$ cat config.mk
export PLATFORM = sky130hd
export DESIGN_NAME = pcc_regs
export DESIGN_NICKNAME = d
export VERILOG_FILES = /design/src/core/pcc_pkg.sv /design/src/core/pcc_crc8.sv /design/src/core/pcc_regs.sv
export SDC_FILE = /design/constraint.sdc
export NUM_CORES = 1
export LEC_CHECK = 0
export BUFFER_PORTS_ARGS = -buffer_cell sky130_fd_sc_hd__buf_2
export CAP_MARGIN = 0
export CORE_MARGIN = 10
export CORE_UTILIZATION = 35
export DETAILED_ROUTE_END_ITERATION = 10
export SLEW_MARGIN = 10
export SYNTH_ARGS = -nofsm -noshare
export SYNTH_HDL_FRONTEND = slang
export SYNTH_HIERARCHICAL = 1
export SYNTH_SLANG_ARGS = --single-unit
$ cat constraint.sdc
create_clock -name clk_in -period 3.1 [get_ports clk_in]
set_input_delay 0 -clock clk_in [delete_from_list [all_inputs] [get_ports clk_in]]
set_output_delay 0 -clock clk_in [all_outputs]
set_load 0.01 [all_outputs]
$ cat src/core/pcc_pkg.sv
// Purpose: shared constants and types for the second-loop calibration register bank
// Assumes: 250 MHz core clock, byte-wide register port behind the serial interface
// Notes: wait times are kept in their own units; cycle counts are derived here
package pcc_pkg;

    // ****************************************
    // clock and wait times
    // ****************************************
    localparam int unsigned CLK_PERIOD_NS = 4;
    localparam int unsigned NS_PER_US = 1000;
    localparam int unsigned VCO_WAIT0_US = 20;
    localparam int unsigned VCO_WAIT1_US = 400;
    localparam int unsigned VCO_WAIT2_US = 8000;
    localparam int unsigned VCO_WAIT3_US = 200000;
    localparam int unsigned CLSD_WAIT0_US = 30;
    localparam int unsigned CLSD_WAIT1_US = 300;
    localparam int unsigned CLSD_WAIT2_US = 30000;
    localparam int unsigned CLSD_WAIT3_US = 300000;
    localparam int unsigned LBW_DELAY_US = 60000;
    localparam int unsigned VCO_WAIT0_CYC = VCO_WAIT0_US * NS_PER_US / CLK_PERIOD_NS;
    localparam int unsigned VCO_WAIT1_CYC = VCO_WAIT1_US * NS_PER_US / CLK_PERIOD_NS;
    localparam int unsigned VCO_WAIT2_CYC = VCO_WAIT2_US * NS_PER_US / CLK_PERIOD_NS;
    localparam int unsigned VCO_WAIT3_CYC = VCO_WAIT3_US * NS_PER_US / CLK_PERIOD_NS;
    localparam int unsigned CLSD_WAIT0_CYC = CLSD_WAIT0_US * NS_PER_US / CLK_PERIOD_NS;
    localparam int unsigned CLSD_WAIT1_CYC = CLSD_WAIT1_US * NS_PER_US / CLK_PERIOD_NS;
    localparam int unsigned CLSD_WAIT2_CYC = CLSD_WAIT2_US * NS_PER_US / CLK_PERIOD_NS;
    localparam int unsigned CLSD_WAIT3_CYC = CLSD_WAIT3_US * NS_PER_US / CLK_PERIOD_NS;
    localparam int unsigned LBW_DELAY_CYC = LBW_DELAY_US * NS_PER_US / CLK_PERIOD_NS;

    // ****************************************
    // register map
    // ****************************************
    localparam logic [7:0] OFS_PFD_PULSE_STRETCH_CTRL = 8'h83;
    localparam logic [7:0] OFS_LOOP_FILTER_ORDER_CTRL = 8'h84;
    localparam logic [7:0] OFS_CALIBRATION_WAIT_CTRL = 8'h85;
    localparam logic [7:0] OFS_CALIBRATION_DELAY_CTRL = 8'h86;
    localparam logic [7:0] OFS_STORED_CRC_BYTE = 8'h87;
    localparam logic [7:0] OFS_LIVE_CRC_BYTE = 8'h8a;
    localparam int unsigned POS_PULSE_STRETCH = 7;
    localparam int unsigned POS_LBW_DELAY = 0;
    localparam int unsigned POS_CLSD_WAIT = 2;
    localparam int unsigned POS_VCO_WAIT = 0;
    localparam logic [7:0] RST_PFD_PULSE_STRETCH_CTRL = 8'h00;
    localparam logic [2:0] RST_LOOP_FILTER_ORDER = 3'h3;
    localparam logic [1:0] RST_CLSD_WAIT = 2'h0;
    localparam logic [1:0] RST_VCO_WAIT = 2'h1;
    localparam logic [7:0] RST_CALIBRATION_DELAY_CTRL = 8'h00;
    localparam logic [7:0] RST_STORED_CRC = 8'h00;
    localparam logic [2:0] FILTER_ORDER_SECOND = 3'h3;
    localparam logic [2:0] FILTER_ORDER_THIRD = 3'h7;

    // ****************************************
    // crc
    // ****************************************
    localparam logic [7:0] CRC_POLY = 8'h07;
    localparam logic [7:0] CRC_INIT = 8'h00;

    // ****************************************
    // carriers and state
    // ****************************************
    typedef struct packed {
        logic wr;
        logic rd;
        logic [7:0] addr;
        logic [7:0] wdata;
    } pcc_reg_req_t;

    typedef struct packed {
        logic valid;
        logic first;
        logic last;
        logic [7:0] addr;
        logic [7:0] data;
    } pcc_nvm_byte_t;

    typedef enum logic [1:0] {
        CAL_IDLE,
        CAL_LBW_DELAY,
        CAL_VCO_WAIT,
        CAL_CLSD_WAIT
    } pcc_cal_state_t;

    typedef struct packed {
        logic pulse_stretch_bit;
        logic [2:0] loop_filter_order_field;
        logic [1:0] closed_loop_wait_field;
        logic [1:0] vco_wait_field;
        logic loop_bandwidth_delay_bit;
        logic [7:0] stored_crc_value;
        logic [7:0] rdata;
        logic rvalid;
        logic store_pending;
        pcc_cal_state_t cal_state;
        logic [31:0] cal_cnt;
        logic [1:0] clsd_code;
        logic cal_done;
        logic cal_busy;
    } pcc_state_t;

    typedef struct packed {
        logic [7:0] crc;
    } pcc_crc_state_t;

endpackage : pcc_pkg

$ cat src/core/pcc_crc8.sv
// Purpose: byte-serial crc accumulator over an nvm byte stream
// Assumes: stream bytes arrive on the core clock; first marks a new stream
// Notes: skip excludes a byte (the stored crc location) from the sum
`timescale 1ns/1ps
module pcc_crc8
    import pcc_pkg::*;
(
    // clock and reset
    input wire logic clk_in,
    input wire logic srst_in,
    // byte stream
    input wire logic valid_in,
    input wire logic first_in,
    input wire logic skip_in,
    input wire logic [7:0] data_in,
    // result
    output logic [7:0] crc_out
);

    function automatic logic [7:0] crc_step(input logic [7:0] crc, input logic [7:0] data);
        logic [7:0] c;
        c = crc ^ data;
        for (int i = 0; i < 8; i++) begin
            c = c[7] ? ((c << 1) ^ CRC_POLY) : (c << 1);
        end
        return c;
    endfunction : crc_step

    pcc_crc_state_t st_reg;
    pcc_crc_state_t st_next;

    always_comb begin
        logic [7:0] seed;
        seed = first_in ? CRC_INIT : st_reg.crc;
        st_next = st_reg;
        if (valid_in) begin
            st_next.crc = skip_in ? seed : crc_step(seed, data_in);
        end
    end

    always_ff @(posedge clk_in) begin
        if (srst_in) begin
            st_reg.crc <= CRC_INIT;
        end else begin
            st_reg <= st_next;
        end
    end

    assign crc_out = st_reg.crc;

endmodule : pcc_crc8

$ cat src/core/pcc_regs.sv
// Purpose: second-loop control registers, calibration wait sequencer, nvm crc
// Assumes: register port and nvm streams are on clk_in; times as in pcc_pkg
// Notes: long waits are parameters so simulation can shorten them
`timescale 1ns/1ps
// Behaviour
// - stretch bit picks 200 or 600 ps
// - filter field: 0x3 second, 0x7 third order
// - closed-loop wait code selects 30us..300ms
// - oscillator wait code selects 20us..200ms, resets 1
// - delay bit adds 60 ms before calibration
// - programming computes crc into stored byte
// - crc skips the stored crc byte
// - nvm restores filter, waits, delay bit and stored crc
// - stored crc takes the program crc only when auto enabled
// - live crc computed on nvm read
module pcc_regs
    import pcc_pkg::*;
#(
    parameter int unsigned VCO_C0 = VCO_WAIT0_CYC,
    parameter int unsigned VCO_C1 = VCO_WAIT1_CYC,
    parameter int unsigned VCO_C2 = VCO_WAIT2_CYC,
    parameter int unsigned VCO_C3 = VCO_WAIT3_CYC,
    parameter int unsigned CLSD_C0 = CLSD_WAIT0_CYC,
    parameter int unsigned CLSD_C1 = CLSD_WAIT1_CYC,
    parameter int unsigned CLSD_C2 = CLSD_WAIT2_CYC,
    parameter int unsigned CLSD_C3 = CLSD_WAIT3_CYC,
    parameter int unsigned LBW_C = LBW_DELAY_CYC
) (
    // clock and reset
    input wire logic clk_in,
    input wire logic srst_in,
    // register port
    input wire pcc_reg_req_t reg_req_in,
    output logic [7:0] reg_rdata_out,
    output logic reg_rvalid_out,
    // nvm streams
    input wire pcc_nvm_byte_t nvm_prog_in,
    input wire pcc_nvm_byte_t nvm_read_in,
    input wire logic auto_crc_enable_in,
    // calibration
    input wire logic cal_start_in,
    output logic cal_busy_out,
    output logic cal_done_out,
    output pcc_cal_state_t cal_phase_out,
    // analog controls
    output logic pulse_stretch_out,
    output logic [2:0] loop_filter_order_out
);

    // ****************************************
    // wait lookups
    // ****************************************
    function automatic logic [31:0] vco_cycles(input logic [1:0] code);
        case (code)
            2'h0: return 32'(VCO_C0);
            2'h1: return 32'(VCO_C1);
            2'h2: return 32'(VCO_C2);
            default: return 32'(VCO_C3);
        endcase
    endfunction : vco_cycles

    function automatic logic [31:0] clsd_cycles(input logic [1:0] code);
        case (code)
            2'h0: return 32'(CLSD_C0);
            2'h1: return 32'(CLSD_C1);
            2'h2: return 32'(CLSD_C2);
            default: return 32'(CLSD_C3);
        endcase
    endfunction : clsd_cycles

    pcc_state_t st_reg;
    pcc_state_t st_next;
    logic [7:0] prog_crc;
    logic [7:0] live_crc;

    // ****************************************
    // crc engines
    // ****************************************
    pcc_crc8 u_prog_crc (
        .clk_in(clk_in),
        .srst_in(srst_in),
        .valid_in(nvm_prog_in.valid),
        .first_in(nvm_prog_in.first),
        .skip_in(nvm_prog_in.addr == OFS_STORED_CRC_BYTE),
        .data_in(nvm_prog_in.data),
        .crc_out(prog_crc)
    );

    pcc_crc8 u_live_crc (
        .clk_in(clk_in),
        .srst_in(srst_in),
        .valid_in(nvm_read_in.valid),
        .first_in(nvm_read_in.first),
        .skip_in(nvm_read_in.addr == OFS_STORED_CRC_BYTE),
        .data_in(nvm_read_in.data),
        .crc_out(live_crc)
    );

    // ****************************************
    // next state
    // ****************************************
    always_comb begin
        st_next = st_reg;
        st_next.rvalid = reg_req_in.rd;
        st_next.cal_done = 1'b0;
        st_next.rdata = 8'h00;
        if (reg_req_in.rd) begin
            case (reg_req_in.addr)
                OFS_PFD_PULSE_STRETCH_CTRL: st_next.rdata = {st_reg.pulse_stretch_bit, 7'h00};
                OFS_LOOP_FILTER_ORDER_CTRL: st_next.rdata = {5'h00, st_reg.loop_filter_order_field};
                OFS_CALIBRATION_WAIT_CTRL:
                    st_next.rdata = {4'h0, st_reg.closed_loop_wait_field, st_reg.vco_wait_field};
                OFS_CALIBRATION_DELAY_CTRL: st_next.rdata = {7'h00, st_reg.loop_bandwidth_delay_bit};
                OFS_STORED_CRC_BYTE: st_next.rdata = st_reg.stored_crc_value;
                OFS_LIVE_CRC_BYTE: st_next.rdata = live_crc;
                default: st_next.rdata = 8'h00;
            endcase
        end
        // restore from nvm; stretch bit is volatile
        if (nvm_read_in.valid) begin
            case (nvm_read_in.addr)
                OFS_LOOP_FILTER_ORDER_CTRL: st_next.loop_filter_order_field = nvm_read_in.data[2:0];
                OFS_CALIBRATION_WAIT_CTRL: begin
                    st_next.closed_loop_wait_field = nvm_read_in.data[POS_CLSD_WAIT +: 2];
                    st_next.vco_wait_field = nvm_read_in.data[POS_VCO_WAIT +: 2];
                end
                OFS_CALIBRATION_DELAY_CTRL:
                    st_next.loop_bandwidth_delay_bit = nvm_read_in.data[POS_LBW_DELAY];
                OFS_STORED_CRC_BYTE: st_next.stored_crc_value = nvm_read_in.data;
                default: ;
            endcase
        end
        // software write wins over a restore in the same cycle
        if (reg_req_in.wr) begin
            case (reg_req_in.addr)
                OFS_PFD_PULSE_STRETCH_CTRL:
                    st_next.pulse_stretch_bit = reg_req_in.wdata[POS_PULSE_STRETCH];
                OFS_LOOP_FILTER_ORDER_CTRL: st_next.loop_filter_order_field = reg_req_in.wdata[2:0];
                OFS_CALIBRATION_WAIT_CTRL: begin
                    st_next.closed_loop_wait_field = reg_req_in.wdata[POS_CLSD_WAIT +: 2];
                    st_next.vco_wait_field = reg_req_in.wdata[POS_VCO_WAIT +: 2];
                end
                OFS_CALIBRATION_DELAY_CTRL:
                    st_next.loop_bandwidth_delay_bit = reg_req_in.wdata[POS_LBW_DELAY];
                default: ;
            endcase
        end
        // crc result lands two cycles after the last programmed byte
        st_next.store_pending = nvm_prog_in.valid && nvm_prog_in.last && auto_crc_enable_in;
        if (st_reg.store_pending) begin
            st_next.stored_crc_value = prog_crc;
        end
        // calibration sequencer
        case (st_reg.cal_state)
            CAL_IDLE: begin
                if (cal_start_in) begin
                    st_next.clsd_code = st_reg.closed_loop_wait_field;
                    if (st_reg.loop_bandwidth_delay_bit) begin
                        st_next.cal_state = CAL_LBW_DELAY;
                        st_next.cal_cnt = 32'(LBW_C) - 32'd1;
                    end else begin
                        st_next.cal_state = CAL_VCO_WAIT;
                        st_next.cal_cnt = vco_cycles(st_reg.vco_wait_field) - 32'd1;
                    end
                end
            end
            CAL_LBW_DELAY: begin
                if (st_reg.cal_cnt == 32'd0) begin
                    st_next.cal_state = CAL_VCO_WAIT;
                    st_next.cal_cnt = vco_cycles(st_reg.vco_wait_field) - 32'd1;
                end else begin
                    st_next.cal_cnt = st_reg.cal_cnt - 32'd1;
                end
            end
            CAL_VCO_WAIT: begin
                if (st_reg.cal_cnt == 32'd0) begin
                    st_next.cal_state = CAL_CLSD_WAIT;
                    st_next.cal_cnt = clsd_cycles(st_reg.clsd_code) - 32'd1;
                end else begin
                    st_next.cal_cnt = st_reg.cal_cnt - 32'd1;
                end
            end
            CAL_CLSD_WAIT: begin
                if (st_reg.cal_cnt == 32'd0) begin
                    st_next.cal_state = CAL_IDLE;
                    st_next.cal_done = 1'b1;
                end else begin
                    st_next.cal_cnt = st_reg.cal_cnt - 32'd1;
                end
            end
            default: st_next.cal_state = CAL_IDLE;
        endcase
        // busy kept in a flop so the pin never sees decode glitches
        st_next.cal_busy = (st_next.cal_state != CAL_IDLE);
    end

    always_ff @(posedge clk_in) begin
        if (srst_in) begin
            st_reg.pulse_stretch_bit <= RST_PFD_PULSE_STRETCH_CTRL[POS_PULSE_STRETCH];
            st_reg.loop_filter_order_field <= RST_LOOP_FILTER_ORDER;
            st_reg.closed_loop_wait_field <= RST_CLSD_WAIT;
            st_reg.vco_wait_field <= RST_VCO_WAIT;
            st_reg.loop_bandwidth_delay_bit <= RST_CALIBRATION_DELAY_CTRL[POS_LBW_DELAY];
            st_reg.stored_crc_value <= RST_STORED_CRC;
            st_reg.rdata <= 8'h00;
            st_reg.rvalid <= 1'b0;
            st_reg.store_pending <= 1'b0;
            st_reg.cal_state <= CAL_IDLE;
            st_reg.cal_cnt <= 32'd0;
            st_reg.clsd_code <= RST_CLSD_WAIT;
            st_reg.cal_done <= 1'b0;
            st_reg.cal_busy <= 1'b0;
        end else begin
            st_reg <= st_next;
        end
    end

    assign reg_rdata_out = st_reg.rdata;
    assign reg_rvalid_out = st_reg.rvalid;
    assign pulse_stretch_out = st_reg.pulse_stretch_bit;
    assign loop_filter_order_out = st_reg.loop_filter_order_field;
    assign cal_busy_out = st_reg.cal_busy;
    assign cal_done_out = st_reg.cal_done;
    assign cal_phase_out = st_reg.cal_state;
endmodule : pcc_regs

Word level (Yosys, flattened, before mapping). Index checks and enable logic that the tools add are counted.

Bits in registers: 81. Latch bits: 0. RAM bits: 0. Bits in read-only memories: 0. Input port bits: 60. Word-level logic and storage cells: 125. Memories: 0.

Add/sub/neg operators: 4. $mul: 0. Divide/modulo/power cells: 0. $lt $le $gt $ge: 0. Equal/unequal tests: 20. Shift-type cells: 0. Muxes and demuxes: 50. Bitwise logic cells: 20. Reductions and logical operators: 15.

Operators by type and width (number): 32-bit two-way mux (10); 34-bit one-hot mux with 4 select lines (1); 32-bit by 1-bit subtractor with 32-bit output (second input constant) (4); 8-bit == test (second input constant) (11); 27-bit one-hot mux with 3 select lines (1); 26-bit one-hot mux with 3 select lines (1); 8-bit two-way mux (7); 3-bit two-way mux (18); 3-bit NOT (16); 8-bit one-hot mux with 6 select lines (1); 36-bit two-way mux (1); 34-bit two-way mux (1); 32-bit logical NOT (1); 16-bit two-way mux (1); 8-bit bitwise XOR (2); 2-bit == test (second input constant) (4); 4-bit two-way mux (2); 2-bit AND reduction (4); 2-bit by 1-bit == test with 1-bit output (second input constant) (3); 2-bit logical NOT (3); 2-bit two-way mux (3); 2-bit nonzero test (3); 2-bit inequality test (second input constant) (2); 2-bit OR reduction (2); other kinds (3) (7).

Longest topological paths before layout.
Depth in word-level cells: 19. Gate-level depth with buffers: 9. Gate-level depth less buffers: 8.

Cells and area by module. The synthesis kept the hierarchy.

Modules (own cells, without submodules): pcc_regs (times used 1, cells an instance 532, area each 4369.2 sq um, sequential area each 1301.2 sq um); pcc_crc8 (times used 2, cells an instance 80, area each 729.4 sq um, sequential area each 160.2 sq um).

Worst setup path after synthesis. Ideal clock, no wire load.

Path type: register to register. Start point: register st_reg[4] (netlist bit). End point: register st_reg[16] (netlist bit). Library setup time: 119 ps. Arrival time: 2272 ps. Slack: 709 ps. Cell stages (with the launch flop): 10. Period minus slack after synthesis: 2391 ps. Cell sequence: dfxtp_1 inv_1 ha_1 or4b_2 buf_2 nor4_4 nand3_1 o211ai_1 o21ai_0 o221a_2.

Longest elaborated chain between the ends: 3. Elaborated cells on any way between the ends: 8. Those cells by class: 1 x add/sub; 1 x eq/ne; 4 x mux; 2 x reduce/logical.

RTL lines: start, declared (RTL line pcc_regs.sv:71) `pcc_state_t st_reg;`; start signal, assigned (RTL line pcc_regs.sv:214) `st_reg <= st_next;`; 32-bit by 1-bit subtractor with 32-bit output / 32-bit logical NOT (equally long branches); 32-bit two-way mux, or another cell as far along (RTL line pcc_regs.sv:184) `if (st_reg.cal_cnt == 32'd0) begin`; 34-bit one-hot mux with 4 select lines / 2-bit AND reduction (equally long branches).

Parallel ways exist; a longest one is shown, timed or not. The select of a mux whose other input is x is not followed. A chain may end at the register's enable or synchronous reset.

Final worst setup path. Ends and elaborated chain as after synthesis.

==> metrics.cfg <==
[status]
status = finished, final reports clean

[worst_setup_path]
worstSetupStartpointType = flop
crit_path_top_delay_cell = sky130_fd_sc_hd__or4b_2
largest_stage_delay_worst_path_ns = 0.76
worst_setup_path_end_kind = flop
timing.critical_path.arrival_ns = 3.13
worst-setup-path-type = flop to flop
critical_path.max_fanout = 6
critical_path.cell_chain = inv_1, ha_1, or4b_2, nor4_4, nand3_1, o211ai_1, o21ai_0, o221a_2
critPathRequiredTime_ns = 3.34

[sta]
timing.final.setup_violations = 0
final.setup_skew_ns = 0.007999
fmaxAchievable_mhz = 345.6
period_minus_slack_ns = 2.893
setup_repair_after_global_routing_missed_its_margin = no
worst_pin_slew_ns = 1.190
tightest_hold_margin_ns = 0.02110
setup_total_negative_slack_ns = 0
final_max_slew_viol_count = 0
timing.max_slew.rel_slack = 0.2056
finalCritPeriodShare = 0.9333
hold_violation_count_in_the_final_report = 0

[die]
fp.dieArea_sq_um = 22210
num_rows = 47
die_y_um = 149.0
core_area_sq_um = 16470
start_util = 0.3540
top_level_ports = 77
die_x_um = 149.0

[cells_and_area]
postLayoutCellArea_sq_um = 6783
num-nets-final = 840
layout_common_cells = sky130_fd_sc_hd__nor2_1, sky130_fd_sc_hd__dfxtp_1, sky130_fd_sc_hd__buf_2
largest_register_ffs = 48
post_route_cells_drive_above_1_share = 0.1969
antenna_cells_inserted = 0
postLayoutCoreUtil = 0.4119
layout.cells.most_common = sky130_fd_sc_hd__nor2_1
fillCellCount = 1741
area_growth_syn_to_layout_pct = 16.38

[cts]
clk_root_buffer_cell = sky130_fd_sc_hd__clkbuf_16
cts-resized-gates = 0
cts_max_path_buffers = 2
clock_tree_from_tritoncts = yes
worstSkewPairLatency_ns = 0.36
cts-hold-fix-buffers = 11
cts.htree.levels = 3
setup_bufs_post_cts = 0
numCtsBuffers = 9
tritoncts_num_sinks = 81
clkSlewWorstSetupHoldPaths_ns = 0.06

[yosys]
yosys_warnings = 6
synth_enable_flop_cells = 0
synth.cell_area_sq_um = 5828
ys_seq_elements = 81
synthCells = 692
mappedNetlistNets = 765
synthArstFlopShare = 0
postSynthAreaPerCell_sq_um = 8.422
synth-seq-area-share = 0.2782
yosys.cell_types.count = 83
synthFlopType = sky130_fd_sc_hd__dfxtp_1

[detailed_routing]
avgRoutedWirePerCell_um = 18.40
drt_iter0_markers = 561
drc = 0
routed_wl_um = 18250
detail_route.first_pass.iterations = 5
route.vias.total = 5577
routed_via_density = 5.622
drt.antenna.violating_nets = 0

[power_and_ir_drop]
sw_frac_of_total = 0.3341
power.internal_mw = 2.189
comb_power_share = 0.286
irDropWorstVdd_uv = 368.7
switchingPower_mw = 1.099
power.share.sequential = 0.373
power.density_cell_area_nw_per_um2 = 484.8
clkPwrFrac = 0.341
finalPower_mw = 3.288
total_leakage_power_nw = 2.677

[grt]
global_route_usage_sum = 0.1605
antenna_found_initial = 0
first_global_vias = 5274
largest_net_degree_at_the_start_of_global_routing = 27
grt_pass1_wl_um = 28580
gr-total-overflow = 0

[run]
timing.max_cap.violations = 0

[place]
post-dp-hpwl_um = 13670
place.gp.congestion = 0.9329
place_area_sq_um = 6372
io_buffer_count = 72

[min_path]
min_path_type = input port to flop

## cell families after synthesis
logic type | after synthesis | synth area share
compound gates | 182 | 0.2222
simple gates | 259 | 0.2510
fa+ha+maj | 13 | 0.02791
buf+inv | 76 | 0.07042
xor+xnor | 60 | 0.1138
mux | 21 | 0.03650
flops | 81 | 0.2782
## power groups by stage
stage | clock network, mW | logic [mW] | registers [mW]
2_1_floorplan | 0 | 0.731 | 1.21
3_3_place_gp | 0 | 0.910 | 1.25
3_5_place_dp | 0 | 0.916 | 1.25
4_1_cts | 1.14 | 0.932 | 1.23
5_1_grt | 1.18 | 1.02 | 1.24
6_report | 1.12 | 0.941 | 1.23
## path summary, 6_finish.rpt
kind	from	to	slack, ns	cells after the start
setup / recovery	st_reg[4]	st_reg[16]	0.21	8
hold / removal	reg_req_in[17]	st_reg[56]	0.02	3
setup reg to reg	st_reg[4]	st_reg[16]	0.21	8
hold reg to reg	st_reg[35]	st_reg[35]	0.49	1
## layout make-up
| class | instances | area, sq um | share of cell area |
|---|---|---|---|
| multi-input cells | 535 | 3796 | 0.5597 |
| flip-flops and latches | 81 | 1622 | 0.2391 |
| repair buffers | 111 | 680.7 | 0.1004 |
| well taps | 220 | 275.3 | 0.04058 |
| clock buffers | 9 | 225.2 | 0.03320 |
| inverters | 29 | 108.9 | 0.01605 |
| clock inverters | 7 | 75.07 | 0.01107 |
## synthesized netlist by cell type, types with 8 or more instances
cell type | count | share of area
sky130_fd_sc_hd__clkbuf_1 | 16 | 0.010
sky130_fd_sc_hd__inv_1 | 28 | 0.018
sky130_fd_sc_hd__a211oi_1 | 24 | 0.031
sky130_fd_sc_hd__o21ai_0 | 36 | 0.031
sky130_fd_sc_hd__o31ai_1 | 8 | 0.010
sky130_fd_sc_hd__or3_1 | 11 | 0.012
sky130_fd_sc_hd__nor4_1 | 13 | 0.014
sky130_fd_sc_hd__nand3_1 | 19 | 0.016
sky130_fd_sc_hd__nor3_1 | 14 | 0.012
sky130_fd_sc_hd__nor2b_1 | 9 | 0.0097
sky130_fd_sc_hd__a21oi_1 | 34 | 0.029
sky130_fd_sc_hd__nor2_1 | 87 | 0.056
sky130_fd_sc_hd__xor2_1 | 11 | 0.017
sky130_fd_sc_hd__a31oi_1 | 9 | 0.0097
sky130_fd_sc_hd__dfxtp_1 | 81 | 0.28
sky130_fd_sc_hd__ha_1 | 13 | 0.028
sky130_fd_sc_hd__buf_4 | 15 | 0.019
sky130_fd_sc_hd__mux2i_1 | 19 | 0.033
sky130_fd_sc_hd__xnor3_1 | 10 | 0.039
sky130_fd_sc_hd__nand2_1 | 38 | 0.024
sky130_fd_sc_hd__xnor2_1 | 39 | 0.059
## worst max-delay path, delay by kind of cell, from the launching register on
kind            cells  cell delay (ns)
simple gates        3             1.43
compound gates      3             0.76
flops               1             0.34
fa+ha+maj           1             0.19
buf+inv             1             0.07
## routing by layer
layer / part of all wire / routed length [um] / track usage / vias to the layer above
met3: 0.069 / 1253 / 0.03762 / 51
met1: 0.43 / 7829 / 0.2028 / 2583
met5: 0 / 0 / 0 / -
met2: 0.47 / 8612 / 0.2538 / 241
li1: - / - / - / 2702
met4: 0.030 / 555 / 0.07262 / 0
## stage by stage
stage,worst slack (ns),std cells
floorplan,0.7093,692
global placement,0.3884,965
detailed placement,0.3595,965
CTS,0.2844,992
global route,0.07956,992
finish,0.2067,992
(Power assumes the default switching activity.)
